[src/wiper_ctrl_pkg.sv]
package wiper_ctrl_pkg;

    // geometry of the part
    localparam int NUM_CH = 4;
    localparam int NUM_SLOT = 4;
    localparam int NUM_SAVED = NUM_CH * NUM_SLOT;
    localparam int WIPER_W = 8;
    localparam int NUM_TAPS = 256;

    // fixed upper bits of the 7-bit bus address, the low four come from the straps
    localparam logic [2:0] ADDR_PREFIX = 3'h2;

    // instruction opcodes, upper nibble of the instruction byte
    localparam logic [3:0] OP_STEP = 4'h2;
    localparam logic [3:0] OP_READ_WIPER = 4'h9;
    localparam logic [3:0] OP_WRITE_WIPER = 4'hA;
    localparam logic [3:0] OP_READ_SAVED = 4'hB;
    localparam logic [3:0] OP_WRITE_SAVED = 4'hC;
    localparam logic [3:0] OP_RECALL = 4'hD;
    localparam logic [3:0] OP_STORE = 4'hE;

    // bit counting and reset values
    localparam logic [3:0] BYTE_BITS = 4'h8;
    localparam logic [3:0] CNT_RST = 4'h0;
    localparam logic [7:0] WIPER_RST = 8'h00;
    localparam logic [7:0] WIPER_MAX = 8'hFF;
    localparam logic [7:0] WIPER_MIN = 8'h00;
    localparam logic [7:0] BYTE_RST = 8'h00;
    localparam logic [3:0] STRAP_RST = 4'h0;
    localparam logic GUARD_RST = 1'b0;
    localparam logic [NUM_TAPS-1:0] TAP_RST = 256'h1;

    // instruction byte layout
    typedef struct packed {
        logic [3:0] op;
        logic [1:0] slot;
        logic [1:0] chan;
    } instr_t;

    localparam instr_t INSTR_RST = '{op: 4'h0, slot: 2'h0, chan: 2'h0};

    // the two bus wires as sampled together
    typedef struct packed {
        logic scl;
        logic sda;
    } line_t;

    localparam line_t LINE_IDLE = '{scl: 1'b1, sda: 1'b1};

    // bus engine states, gray along the write path
    typedef enum logic [3:0] {
        ST_IDLE      = 4'h0,
        ST_ADDR      = 4'h1,
        ST_ADDR_ACK  = 4'h3,
        ST_INSTR     = 4'h2,
        ST_INSTR_ACK = 4'h6,
        ST_DATA      = 4'h7,
        ST_DATA_ACK  = 4'h5,
        ST_SEND      = 4'h4,
        ST_SEND_ACK  = 4'hC
    } bus_state_t;

endpackage : wiper_ctrl_pkg

[src/wiper_tap_decode.sv]
`timescale 1ns/1ns
`default_nettype none

module wiper_tap_decode (
    // clock, reset, enable
    input wire logic sys_clk,
    input wire logic rst_b,
    input wire logic ce,
    // wiper position in
    input wire logic [wiper_ctrl_pkg::WIPER_W-1:0] position,
    // one-hot tap switch drive
    output logic [wiper_ctrl_pkg::NUM_TAPS-1:0] tap_sel
);
    import wiper_ctrl_pkg::*;

    // one shifted bit can never light two switches
    wire [NUM_TAPS-1:0] onehot_w = TAP_RST << position;

    // registered so no decode glitch reaches the switches
    always_ff @(posedge sys_clk or negedge rst_b) begin
        if (!rst_b) begin
            tap_sel <= TAP_RST;
        end else if (ce) begin
            tap_sel <= onehot_w;
        end
    end

endmodule : wiper_tap_decode

`default_nettype wire

[src/quad_wiper_register_control.sv]
`timescale 1ns/1ns
`default_nettype none

// How it works
// - one private 8-bit wiper register per channel
// - four saved 8-bit settings per channel, sixteen
// - after reset recall first saved setting everywhere
// - guard low blocks saved writes, wiper still writable
// - respond only when address matches strap inputs
// - exactly one tap per channel, from wiper
// - 256 taps, full 8-bit wiper range
// - bus reads and writes wiper and saved registers
// - copy wiper to saved slot and back
// - step instruction moves wiper up or down
// - data line only pulled low, never driven high
module quad_wiper_register_control (
    // clock, reset, enable
    input wire logic sys_clk,
    input wire logic rst_b,
    input wire logic ce,
    // two-wire bus
    input wire logic scl_i,
    input wire logic sda_i,
    output logic sda_o,
    output logic sda_oe,
    // address straps and write guard
    input wire logic bus_select_bit0,
    input wire logic bus_select_bit1,
    input wire logic bus_select_bit2,
    input wire logic bus_select_bit3,
    input wire logic write_guard_n,
    // channel outputs
    output wire logic [wiper_ctrl_pkg::NUM_CH-1:0][wiper_ctrl_pkg::WIPER_W-1:0] wiper_pos,
    output wire logic [wiper_ctrl_pkg::NUM_CH-1:0][wiper_ctrl_pkg::NUM_TAPS-1:0] tap_sel,
    // status
    output logic bus_active,
    output logic nv_refused
);
    import wiper_ctrl_pkg::*;

    // saved index: channel in the high pair, slot in the low pair
    function automatic logic [3:0] nv_index(input instr_t ins);
        return {ins.chan, ins.slot};
    endfunction : nv_index

    // opcodes that would touch the saved array
    function automatic logic is_nv_write(input logic [3:0] op);
        return (op == OP_WRITE_SAVED) || (op == OP_STORE);
    endfunction : is_nv_write

    // saturating step, an up step at the top end holds the top tap
    function automatic logic [7:0] step_wiper(input logic [7:0] cur, input logic up);
        logic [7:0] res;
        res = cur;
        if (up && (cur != WIPER_MAX)) begin
            res = cur + 8'h01;
        end else if (!up && (cur != WIPER_MIN)) begin
            res = cur - 8'h01;
        end
        return res;
    endfunction : step_wiper

    // synchronisers and edge history
    line_t line_m_q;
    line_t line_s_q;
    line_t line_p_q;
    logic [3:0] sel_m_q;
    logic [3:0] sel_s_q;
    logic guard_m_q;
    logic guard_s_q;

    // bus engine state
    bus_state_t state_q;
    logic [3:0] cnt_q;
    logic [7:0] shift_q;
    logic [7:0] tx_q;
    instr_t instr_q;
    logic rw_q;
    logic oe_q;
    logic mack_q;
    logic boot_done_q;
    logic refused_q;

    // register storage; the saved array has no reset on purpose,
    // it stands in for cells that keep their value across resets
    logic [7:0] wiper_q [NUM_CH];
    logic [7:0] nv_mem [NUM_SAVED];

    // write strobes shared by all bus sources; the boot recall loads the wipers directly
    logic wip_we;
    logic [1:0] wip_idx;
    logic [7:0] wip_val;
    logic nv_we;
    logic [3:0] nv_idx;
    logic [7:0] nv_val;

    // every bus pin passes two flops before any logic looks at it
    always_ff @(posedge sys_clk or negedge rst_b) begin
        if (!rst_b) begin
            line_m_q <= LINE_IDLE;
            line_s_q <= LINE_IDLE;
            line_p_q <= LINE_IDLE;
        end else if (ce) begin
            line_m_q <= '{scl: scl_i, sda: sda_i};
            line_s_q <= line_m_q;
            line_p_q <= line_s_q;
        end
    end

    // straps and guard; guard resets to blocked until sampled
    always_ff @(posedge sys_clk or negedge rst_b) begin
        if (!rst_b) begin
            sel_m_q <= STRAP_RST;
            sel_s_q <= STRAP_RST;
            guard_m_q <= GUARD_RST;
            guard_s_q <= GUARD_RST;
        end else if (ce) begin
            sel_m_q <= {bus_select_bit3, bus_select_bit2, bus_select_bit1, bus_select_bit0};
            sel_s_q <= sel_m_q;
            guard_m_q <= write_guard_n;
            guard_s_q <= guard_m_q;
        end
    end

    // bus conditions seen on the synchronised wires
    wire start_w = line_s_q.scl & line_p_q.sda & ~line_s_q.sda;
    wire stop_w = line_s_q.scl & ~line_p_q.sda & line_s_q.sda;
    wire rise_w = line_s_q.scl & ~line_p_q.scl;
    wire fall_w = ~line_s_q.scl & line_p_q.scl;
    wire byte_full_w = (cnt_q == BYTE_BITS);
    wire addr_match_w = (shift_q[7:1] == {ADDR_PREFIX, sel_s_q});
    wire receiving_w = (state_q == ST_ADDR) || (state_q == ST_INSTR) || (state_q == ST_DATA);

    // execution moments: instruction at end of its ack, data at its eighth fall
    wire instr_exec_w = boot_done_q & (state_q == ST_INSTR_ACK) & fall_w;
    wire data_exec_w = boot_done_q & (state_q == ST_DATA) & fall_w & byte_full_w;
    wire guard_open_w = guard_s_q;

    // read selection follows the last instruction taken
    wire [7:0] nv_rd_w = nv_mem[nv_index(instr_q)];
    wire [7:0] wip_rd_w = wiper_q[instr_q.chan];
    wire [7:0] rd_val_w = (instr_q.op == OP_READ_SAVED) ? nv_rd_w : wip_rd_w;
    wire nv_block_w = (instr_exec_w | data_exec_w) & is_nv_write(instr_q.op) & ~guard_open_w;

    // one write source per cycle; recall/store act on the ack, writes on data
    always_comb begin
        wip_we = 1'b0;
        wip_idx = instr_q.chan;
        wip_val = WIPER_RST;
        nv_we = 1'b0;
        nv_idx = nv_index(instr_q);
        nv_val = BYTE_RST;
        if (instr_exec_w && (instr_q.op == OP_RECALL)) begin
            wip_we = 1'b1;
            wip_val = nv_rd_w;
        end else if (instr_exec_w && (instr_q.op == OP_STORE)) begin
            nv_we = guard_open_w;
            nv_val = wip_rd_w;
        end else if (data_exec_w) begin
            case (instr_q.op)
                OP_WRITE_WIPER: begin
                    wip_we = 1'b1;
                    wip_val = shift_q;
                end
                OP_WRITE_SAVED: begin
                    nv_we = guard_open_w;
                    nv_val = shift_q;
                end
                OP_STEP: begin
                    wip_we = 1'b1;
                    wip_val = step_wiper(wip_rd_w, shift_q[0]);
                end
                default: begin
                    wip_we = 1'b0;
                end
            endcase
        end
    end

    // saved array write port, no reset so contents survive rst_b
    always_ff @(posedge sys_clk) begin
        if (ce && nv_we) begin
            nv_mem[nv_idx] <= nv_val;
        end
    end

    // the recall runs once, on the first enabled cycle after release
    always_ff @(posedge sys_clk or negedge rst_b) begin
        if (!rst_b) begin
            boot_done_q <= 1'b0;
        end else if (ce) begin
            boot_done_q <= 1'b1;
        end
    end

    // one wiper register and one tap decoder per channel
    genvar g;
    generate
        for (g = 0; g < NUM_CH; g = g + 1) begin : gen_ch
            localparam logic [1:0] CH_IDX = 2'(g);
            localparam logic [3:0] FIRST_SLOT = 4'(g * NUM_SLOT);

            always_ff @(posedge sys_clk or negedge rst_b) begin
                if (!rst_b) begin
                    wiper_q[g] <= WIPER_RST;
                end else if (ce) begin
                    if (!boot_done_q) begin
                        wiper_q[g] <= nv_mem[FIRST_SLOT];
                    end else if (wip_we && (wip_idx == CH_IDX)) begin
                        wiper_q[g] <= wip_val;
                    end
                end
            end

            assign wiper_pos[g] = wiper_q[g];

            wiper_tap_decode u_tap (
                .sys_clk(sys_clk),
                .rst_b(rst_b),
                .ce(ce),
                .position(wiper_q[g]),
                .tap_sel(tap_sel[g])
            );
        end
    endgenerate

    // bus engine: shift in on rise, change the line only after a fall
    always_ff @(posedge sys_clk or negedge rst_b) begin
        if (!rst_b) begin
            state_q <= ST_IDLE;
            cnt_q <= CNT_RST;
            shift_q <= BYTE_RST;
            tx_q <= BYTE_RST;
            instr_q <= INSTR_RST;
            rw_q <= 1'b0;
            oe_q <= 1'b0;
            mack_q <= 1'b0;
        end else if (ce) begin
            if (start_w) begin
                state_q <= ST_ADDR;
                cnt_q <= CNT_RST;
                oe_q <= 1'b0;
            end else if (stop_w) begin
                state_q <= ST_IDLE;
                oe_q <= 1'b0;
            end else begin
                case (state_q)
                    ST_ADDR, ST_INSTR, ST_DATA: begin
                        if (rise_w && !byte_full_w) begin
                            shift_q <= {shift_q[6:0], line_s_q.sda};
                            cnt_q <= cnt_q + 4'h1;
                        end else if (fall_w && byte_full_w) begin
                            cnt_q <= CNT_RST;
                            if (state_q == ST_ADDR) begin
                                // a foreign address leaves the line alone
                                if (addr_match_w) begin
                                    state_q <= ST_ADDR_ACK;
                                    oe_q <= 1'b1;
                                    rw_q <= shift_q[0];
                                end else begin
                                    state_q <= ST_IDLE;
                                end
                            end else if (state_q == ST_INSTR) begin
                                state_q <= ST_INSTR_ACK;
                                oe_q <= 1'b1;
                                instr_q <= instr_t'(shift_q);
                            end else begin
                                state_q <= ST_DATA_ACK;
                                oe_q <= 1'b1;
                            end
                        end
                    end
                    ST_ADDR_ACK: begin
                        if (fall_w && rw_q) begin
                            state_q <= ST_SEND;
                            tx_q <= rd_val_w;
                            oe_q <= ~rd_val_w[7];
                        end else if (fall_w) begin
                            state_q <= ST_INSTR;
                            oe_q <= 1'b0;
                        end
                    end
                    ST_INSTR_ACK, ST_DATA_ACK: begin
                        if (fall_w) begin
                            state_q <= ST_DATA;
                            oe_q <= 1'b0;
                        end
                    end
                    ST_SEND: begin
                        if (rise_w && !byte_full_w) begin
                            cnt_q <= cnt_q + 4'h1;
                        end else if (fall_w && byte_full_w) begin
                            state_q <= ST_SEND_ACK;
                            cnt_q <= CNT_RST;
                            oe_q <= 1'b0;
                        end else if (fall_w) begin
                            tx_q <= {tx_q[6:0], 1'b0};
                            oe_q <= ~tx_q[6];
                        end
                    end
                    ST_SEND_ACK: begin
                        // controller ack repeats the same register, nack ends
                        if (rise_w) begin
                            mack_q <= ~line_s_q.sda;
                        end else if (fall_w && mack_q) begin
                            state_q <= ST_SEND;
                            tx_q <= rd_val_w;
                            oe_q <= ~rd_val_w[7];
                        end else if (fall_w) begin
                            state_q <= ST_IDLE;
                        end
                    end
                    default: begin
                        state_q <= ST_IDLE;
                        oe_q <= 1'b0;
                    end
                endcase
            end
        end
    end

    // refusal flag: set wins over the clear at the next start
    always_ff @(posedge sys_clk or negedge rst_b) begin
        if (!rst_b) begin
            refused_q <= 1'b0;
        end else if (ce) begin
            if (nv_block_w) begin
                refused_q <= 1'b1;
            end else if (start_w) begin
                refused_q <= 1'b0;
            end
        end
    end

    // open drain: the driven level is always low
    assign sda_o = 1'b0;
    assign sda_oe = oe_q;
    assign bus_active = receiving_w | (state_q == ST_ADDR_ACK) | (state_q == ST_INSTR_ACK)
        | (state_q == ST_DATA_ACK) | (state_q == ST_SEND) | (state_q == ST_SEND_ACK);
    assign nv_refused = refused_q;

endmodule : quad_wiper_register_control

`default_nettype wire

[config.mk]
export PLATFORM = sky130hd
export DESIGN_NAME = quad_wiper_register_control
export DESIGN_NICKNAME = d
export VERILOG_FILES = /design/src/wiper_ctrl_pkg.sv /design/src/wiper_tap_decode.sv /design/src/quad_wiper_register_control.sv
export SDC_FILE = /design/constraint.sdc
export NUM_CORES = 2
export LEC_CHECK = 0
export ABC_AREA = 1
export BUFFER_PORTS_ARGS = -buffer_cell sky130_fd_sc_hd__buf_4
export CAP_MARGIN = 10
export CORE_AREA = 2 2 421 423
export DETAILED_ROUTE_END_ITERATION = 7
export DIE_AREA = 0 0 423 425
export SKIP_CTS_REPAIR_TIMING = 1
export SYNTH_ARGS = -nofsm -noshare
export SYNTH_HDL_FRONTEND = slang
export SYNTH_SLANG_ARGS = --single-unit
[constraint.sdc]
create_clock -name sys_clk -period 3.1 [get_ports sys_clk]
set_input_delay 0.31 -clock sys_clk [delete_from_list [all_inputs] [get_ports sys_clk]]
set_output_delay 0.31 -clock sys_clk [all_outputs]
set_load 0.02 [all_outputs]
**Yosys cells after proc, flatten, opt, wreduce, memory -nomap -nowiden**

Memories as Yosys holds them, arrays and structs flattened.
Index checks and enable logic that the tools add are counted.

- Flip-flop bits (word level): 1,108
- Latch bits: 0
- Bits in writable memories: 128
- Bits in read-only memories: 0
- Input port bits: 10
- Output and inout bits: 1,060
- Word-level logic and storage cells: 229
- Memories kept: 1

- Add/sub/neg operators: 3
- $mul: 0
- Div/mod/pow operators: 0
- Magnitude comparators: 1
- Equality and inequality tests: 42
- Shift-type cells: 4
- Muxes and demuxes: 76
- Bitwise logic cells: 31
- Reduce and logical (&&, ||, !) cells: 41

Memory list:

| name | depth | bits a word | read ports | clocked after memory_dff | write ports | line | RTL |
|---|---|---|---|---|---|---|---|
| nv_mem | 16 | 8 | 5 | 0 | 1 | quad_wiper_register_control.sv:87 | `logic [7:0] nv_mem [NUM_SAVED];` |

Operators with widths:

| cell | number |
|---|---|
| left shift 1 x 8 -> 256 bit (first input constant) | 4 |
| two-way mux 8 bit | 20 |
| two-way mux 4 bit | 18 |
| two-way mux 7 bit | 6 |
| equality test 4 bit (second input constant) | 7 |
| != test 4 bit (second input constant) | 7 |
| two-way mux 1 bit | 25 |
| AND reduction 8 bit | 3 |
| case mux 7 bit (3 select lines) | 1 |
| != test 5 bit (second input constant) | 4 |
| case mux 4 bit (5 select lines) | 1 |
| binary-select mux 8 bit (select 2 bit) | 1 |
| equality test 4 x 3 -> 1 bit (second input constant) | 4 |
| case mux 8 bit (2 select lines) | 1 |
| != test 2 bit (second input constant) | 7 |
| bitwise AND 1 bit | 13 |
| logical AND 1 bit | 13 |
| equality test 4 x 2 -> 1 bit (second input constant) | 3 |
| NOT 1 bit | 11 |
| AND reduction 10 bit | 1 |
| AND reduction 2 bit | 5 |
| AND reduction 5 bit | 2 |
| AND reduction 9 bit | 1 |
| adder 8 x 1 -> 8 bit (second input constant) | 1 |
| 23 further kinds | 39 |

**Longest topological paths before layout**

- Word-level depth: 14
- Mapped depth: 22
- Mapped depth without buffers: 20

**By module**

From an unflattened synthesis, not the netlist that was laid out.

- Cell total of the unflattened synthesis: 5,994
- Area, all modules: 52,963.3 um^2

Modules (own cells, without submodules):

| module | instances | cells each | area each (um^2) | seq. area each (um^2) |
|---|---|---|---|---|
| wiper_tap_decode | 4 | 1,218 | 10,672.7 | 6,407.4 |
| quad_wiper_register_control | 1 | 1,122 | 10,272.4 | 5,953.2 |

**Worst setup path before layout**

OpenSTA, ideal clock, no wires.

- Path kind: flip-flop to flip-flop
- From: register cnt_q[0]
- To: memory nv_mem[0][4], data pin
- Setup time: 340 ps
- Data arrival time: 2,182 ps
- Required time: 2,760 ps
- Setup slack: 578 ps
- Cell stages (with the launch flop): 12
- Path buffers: 1
- Cell sequence: dfrtp_1 -> inv_1 -> ha_1 -> nand3_1 -> nor2_1 -> nand3_1 -> inv_1 -> buf_4 -> nand3_1 -> nand2_1 -> inv_1 -> a211oi_1

- Word-level cells in the longest chain between the ends: 5

RTL lines:

| item | line | RTL |
|---|---|---|
| start: declaration | quad_wiper_register_control.sv:74 | `logic [3:0] cnt_q;` |
| start signal: assignment | quad_wiper_register_control.sv:251 | `cnt_q <= cnt_q + 4'h1;` |
| start signal: assignment | quad_wiper_register_control.sv:291 | `cnt_q <= cnt_q + 4'h1;` |
| equality test 4 bit | quad_wiper_register_control.sv:130 | `wire byte_full_w = (cnt_q == BYTE_BITS);` |
| bitwise AND 1 bit | quad_wiper_register_control.sv:136 | `wire data_exec_w = boot_done_q & (state_q == ST_DATA) & fall_w & byte_full_w;` |
| two-way mux 8 bit | quad_wiper_register_control.sv:159 | `end else if (data_exec_w) begin` |
| two-way mux 8 bit | quad_wiper_register_control.sv:156 | `end else if (instr_exec_w && (instr_q.op == OP_STORE)) begin` |
| two-way mux 8 bit | quad_wiper_register_control.sv:153 | `if (instr_exec_w && (instr_q.op == OP_RECALL)) begin` |
| net nv_val[4] | quad_wiper_register_control.sv:95 | `logic [7:0] nv_val;` |
| end: declaration | quad_wiper_register_control.sv:87 |  |

The timed path passes the listed nets, and every way through them passes these cells.

**Worst setup path after layout**

- From: register instr_q, in the netlist wip_idx[0]
- To: register wiper_q, in the netlist wiper_pos[12]

- Word-level cells in the longest chain between the ends: 14

RTL lines:

| item | line | RTL |
|---|---|---|
| start: declaration | quad_wiper_register_control.sv:77 | `instr_t instr_q;` |
| start signal: assignment | quad_wiper_register_control.sv:266 | `instr_q <= instr_t'(shift_q);` |
| parallel branches: the longest is 14 deep, another holds subtractor 8 x 1 -> 8 bit | -- |  |
| end signal: indexed assignment | quad_wiper_register_control.sv:208 | `wiper_q[g] <= nv_mem[FIRST_SLOT];` |
| end signal: indexed assignment | quad_wiper_register_control.sv:210 | `wiper_q[g] <= wip_val;` |
| end: declaration | quad_wiper_register_control.sv:86 | `logic [7:0] wiper_q [NUM_CH];` |

Parallel ways; which one is timed is not known. The select of a mux whose other input is x is not followed.
A chain may end at the register's enable or synchronous reset.

==> results.yml <==
cells_and_area:
  syn_to_final_growth_pct: 32.5
  fin_nets: 6450
  drive_above_1_share_pct: 24.4
  fillers: 17700
  final_core_util_pct: 37.9
placed_design:
  port_buffers: 1068
  pre_cts_slack_ns: 0.368
  dp_hpwl_um: 168000
  gp_congestion: 0.937
global_route:
  grt_pass1_wl_um: 321000
  met3_usage_pct: 5.97
  gr-total-overflow: 0
  grt_max_degree: 222
  met1_usage_pct: 32.3
  antenna_found_initial: 5
  grt.busiest_layer: "met2"
  grt_usage_pct: 24.3
  grt_use_met2_pct: 36.7
  grt_pass1_vias: 43300
logic_synthesis:
  synth_fp_nets: 5422
  synth.most_common_cell: "nand2_1"
  syn_inst: 5407
  synth_area_mm2: 0.0501
  ys_seq_elements: 1236
  yosys.area.top_type: "dfrtp_1"
  synth-edff-count: 128
  yosys.area.top_type_share_pct: 54.8
  synth_area_leaders: "dfrtp_1, nand2_1, o21ai_0"
  ys_async_sr_fraction_pct: 89.6
  synth_cell_type_count: 50
  synth_area_per_cell_um2: 9.27
  synth_ff_type: "dfrtp_1"
  synthTopCellsByCount: "nand2_1, dfrtp_1, o21ai_0"
  ys_warn_count: 0
  synth-seq-area-share_pct: 63.0
timing:
  max_freq_mhz: 367
  min_period_over_period_pct: 87.8
  min_period_ns: 2.72
  fin_setup_tns_ns: 0
  slew_violations: 0
  relSlewSlack_pct: 27.5
  setup_violations: 0
  rsz0062_at_grt: "no"
  fin_skew_ns: 0.0365
  finalHoldViolations: 0
  setup_ws_ns: 0.377
  tightestPinTransition_ns: 1.09
floorplanning:
  ios: 1070
  die-height_um: 425
  fp-row-count: 154
  core-area_mm2: 0.175
  initial_core_util_pct: 28.6
  die-width_um: 423
  die_area_mm2: 0.180
power:
  p_leak_uw: 0.0307
  pwr_density_cell_mw_per_mm2: 526
  irDropWorstVdd_mv: 0.595
routing:
  dr_total_vias: 45900
  vias_per_cell: 5.16
  totalWireLength_um: 227000
  wl_per_cell_um: 25.6
  drc: 0
  antenna_left: 0
  first_iter_violations: 4877
  first_pass_iters: 6
clock_tree:
  cts_buffers: 140
  clock_path_buffers: 3
  cts_tree: "yes"
  clock_latency_ns: 0.83
  htreeDepth: 4
  cts.sinks: 1236
  clock-root-buffer: "clkbuf_16"
  cts.clk_slew.worst_paths_ns: 0.06
critical_path:
  worstSetupPathType: "reg -> reg"
  crit_path_end_kind: "flip-flop"
  arrival_ns: 3.41
  critPathRequiredTime_ns: 3.79
  cp-start-kind: "flip-flop"
  critPathMaxFanout: 9
flow_run:
  maxCapViolations: 0
min_path:
  hold_class: "in -> async"
outcome:
  outcome: "completed"
final cells by class:
| type | instances | area [um^2] | area share (%) |
|---|---|---|---|
| Sequential cell | 1236 | 31600 | 47.5 |
| Multi-Input combinational cell | 3600 | 16400 | 24.7 |
| Timing Repair Buffer | 1287 | 10100 | 15.2 |
| Clock buffer | 203 | 4050 | 6.10 |
| Tap cell | 2340 | 2930 | 4.41 |
| Clock inverter | 52 | 726 | 1.09 |
| Inverter | 170 | 651 | 0.979 |
| Antenna cell | 5 | 12.5 | 0.0188 |
kinds of logic (layout without fill, tap and decap cells):
kind of cell	count (synthesis)	in the layout	share of synthesized area, %
compound gates	1213	1213	12.6
xor+xnor	7	7	0.122
fa+ha+maj	5	5	0.125
buf+inv	571	1712	4.38
flops	1236	1236	63.0
other cells	1	6	0.00748
simple gates	2374	2374	19.8
sequential cells by signal (all words and copies together), names as in the netlist, 6 cells and up:
register	cells
gen_ch.u_tap.tap_sel	1024
instr_q	6
nv_mem	128
shift_q	8
tx_q	7
wiper_pos	32
worst max-delay path: stages (launching register included):
cell and delay, ns:
dfrtp_1 0.53, buf_4 0.22, nor2_4 0.04, nand2_1 0.06, nand2_1 0.07, nor2_2 0.23, inv_1 0.15, ha_1 0.23
nand2_2 0.12, nor2_4 0.06, nand2_2 0.07, nand2_4 0.09, inv_2 0.13, nand2_1 0.06, nand3_1 0.12, nand2_1 0.08
nand2_2 0.14, nand3_1 0.10, nand2_1 0.07, inv_1 0.03
stage by stage:
step	area, um^2	cells	hold slack [ns]	power [uW]
final	66500	8893	0.123	35000
after global routing	66500	8891	0.123	36100
after CTS	66400	8879	-0.508	35200
after detailed placement	61600	8624	0.405	18200
after global placement	61600	8624	0.399	18200
after floorplan	50100	5407	0.0144	17500
power by group:
group          switching, uW  total (uW)  internal [uW]
Combinational           1050        1340            295
Sequential               104       16600          16500
Clock                   7300       17000           9750
cells in the final DEF, fill, tap and decap left out, types with 32 or more instances in the layout:
| master | count |
|---|---|
| clkbuf_16 | 141 |
| a21oi_1 | 43 |
| nand2_1 | 1559 |
| clkbuf_1 | 33 |
| nand3_1 | 412 |
| buf_4 | 1247 |
| nor2_1 | 242 |
| a22oi_1 | 32 |
| inv_1 | 144 |
| edfxtp_1 | 128 |
| dfrtp_1 | 1090 |
| o211ai_1 | 36 |
| nand4_1 | 60 |
| o21ai_0 | 1066 |
layer usage:
layer	up-vias	wire length, um
li1	20100	-
met1	23000	93300
met2	2253	102000
met3	491	19000
met4	2	13200
met5	-	13
worst paths after layout:
kind                                   from                            to  slack [ns]  depth (start not counted)
worst max register to register   wip_idx[0]                 wiper_pos[12]        0.38                         19
worst max-delay path             wip_idx[0]                 wiper_pos[12]        0.38                         19
max in group asynchronous             rst_b   gen_ch[1].u_tap.tap_sel[20]        1.85                          3
worst min register to register  line_m_q[1]                   line_m_q[1]        0.47                          2
min in group sys_clk                     ce  gen_ch[1].u_tap.tap_sel[136]        0.13                          3
worst min-delay path                  rst_b  gen_ch[0].u_tap.tap_sel[168]        0.12                          2
Note: power is estimated with default switching activity, not from simulation.
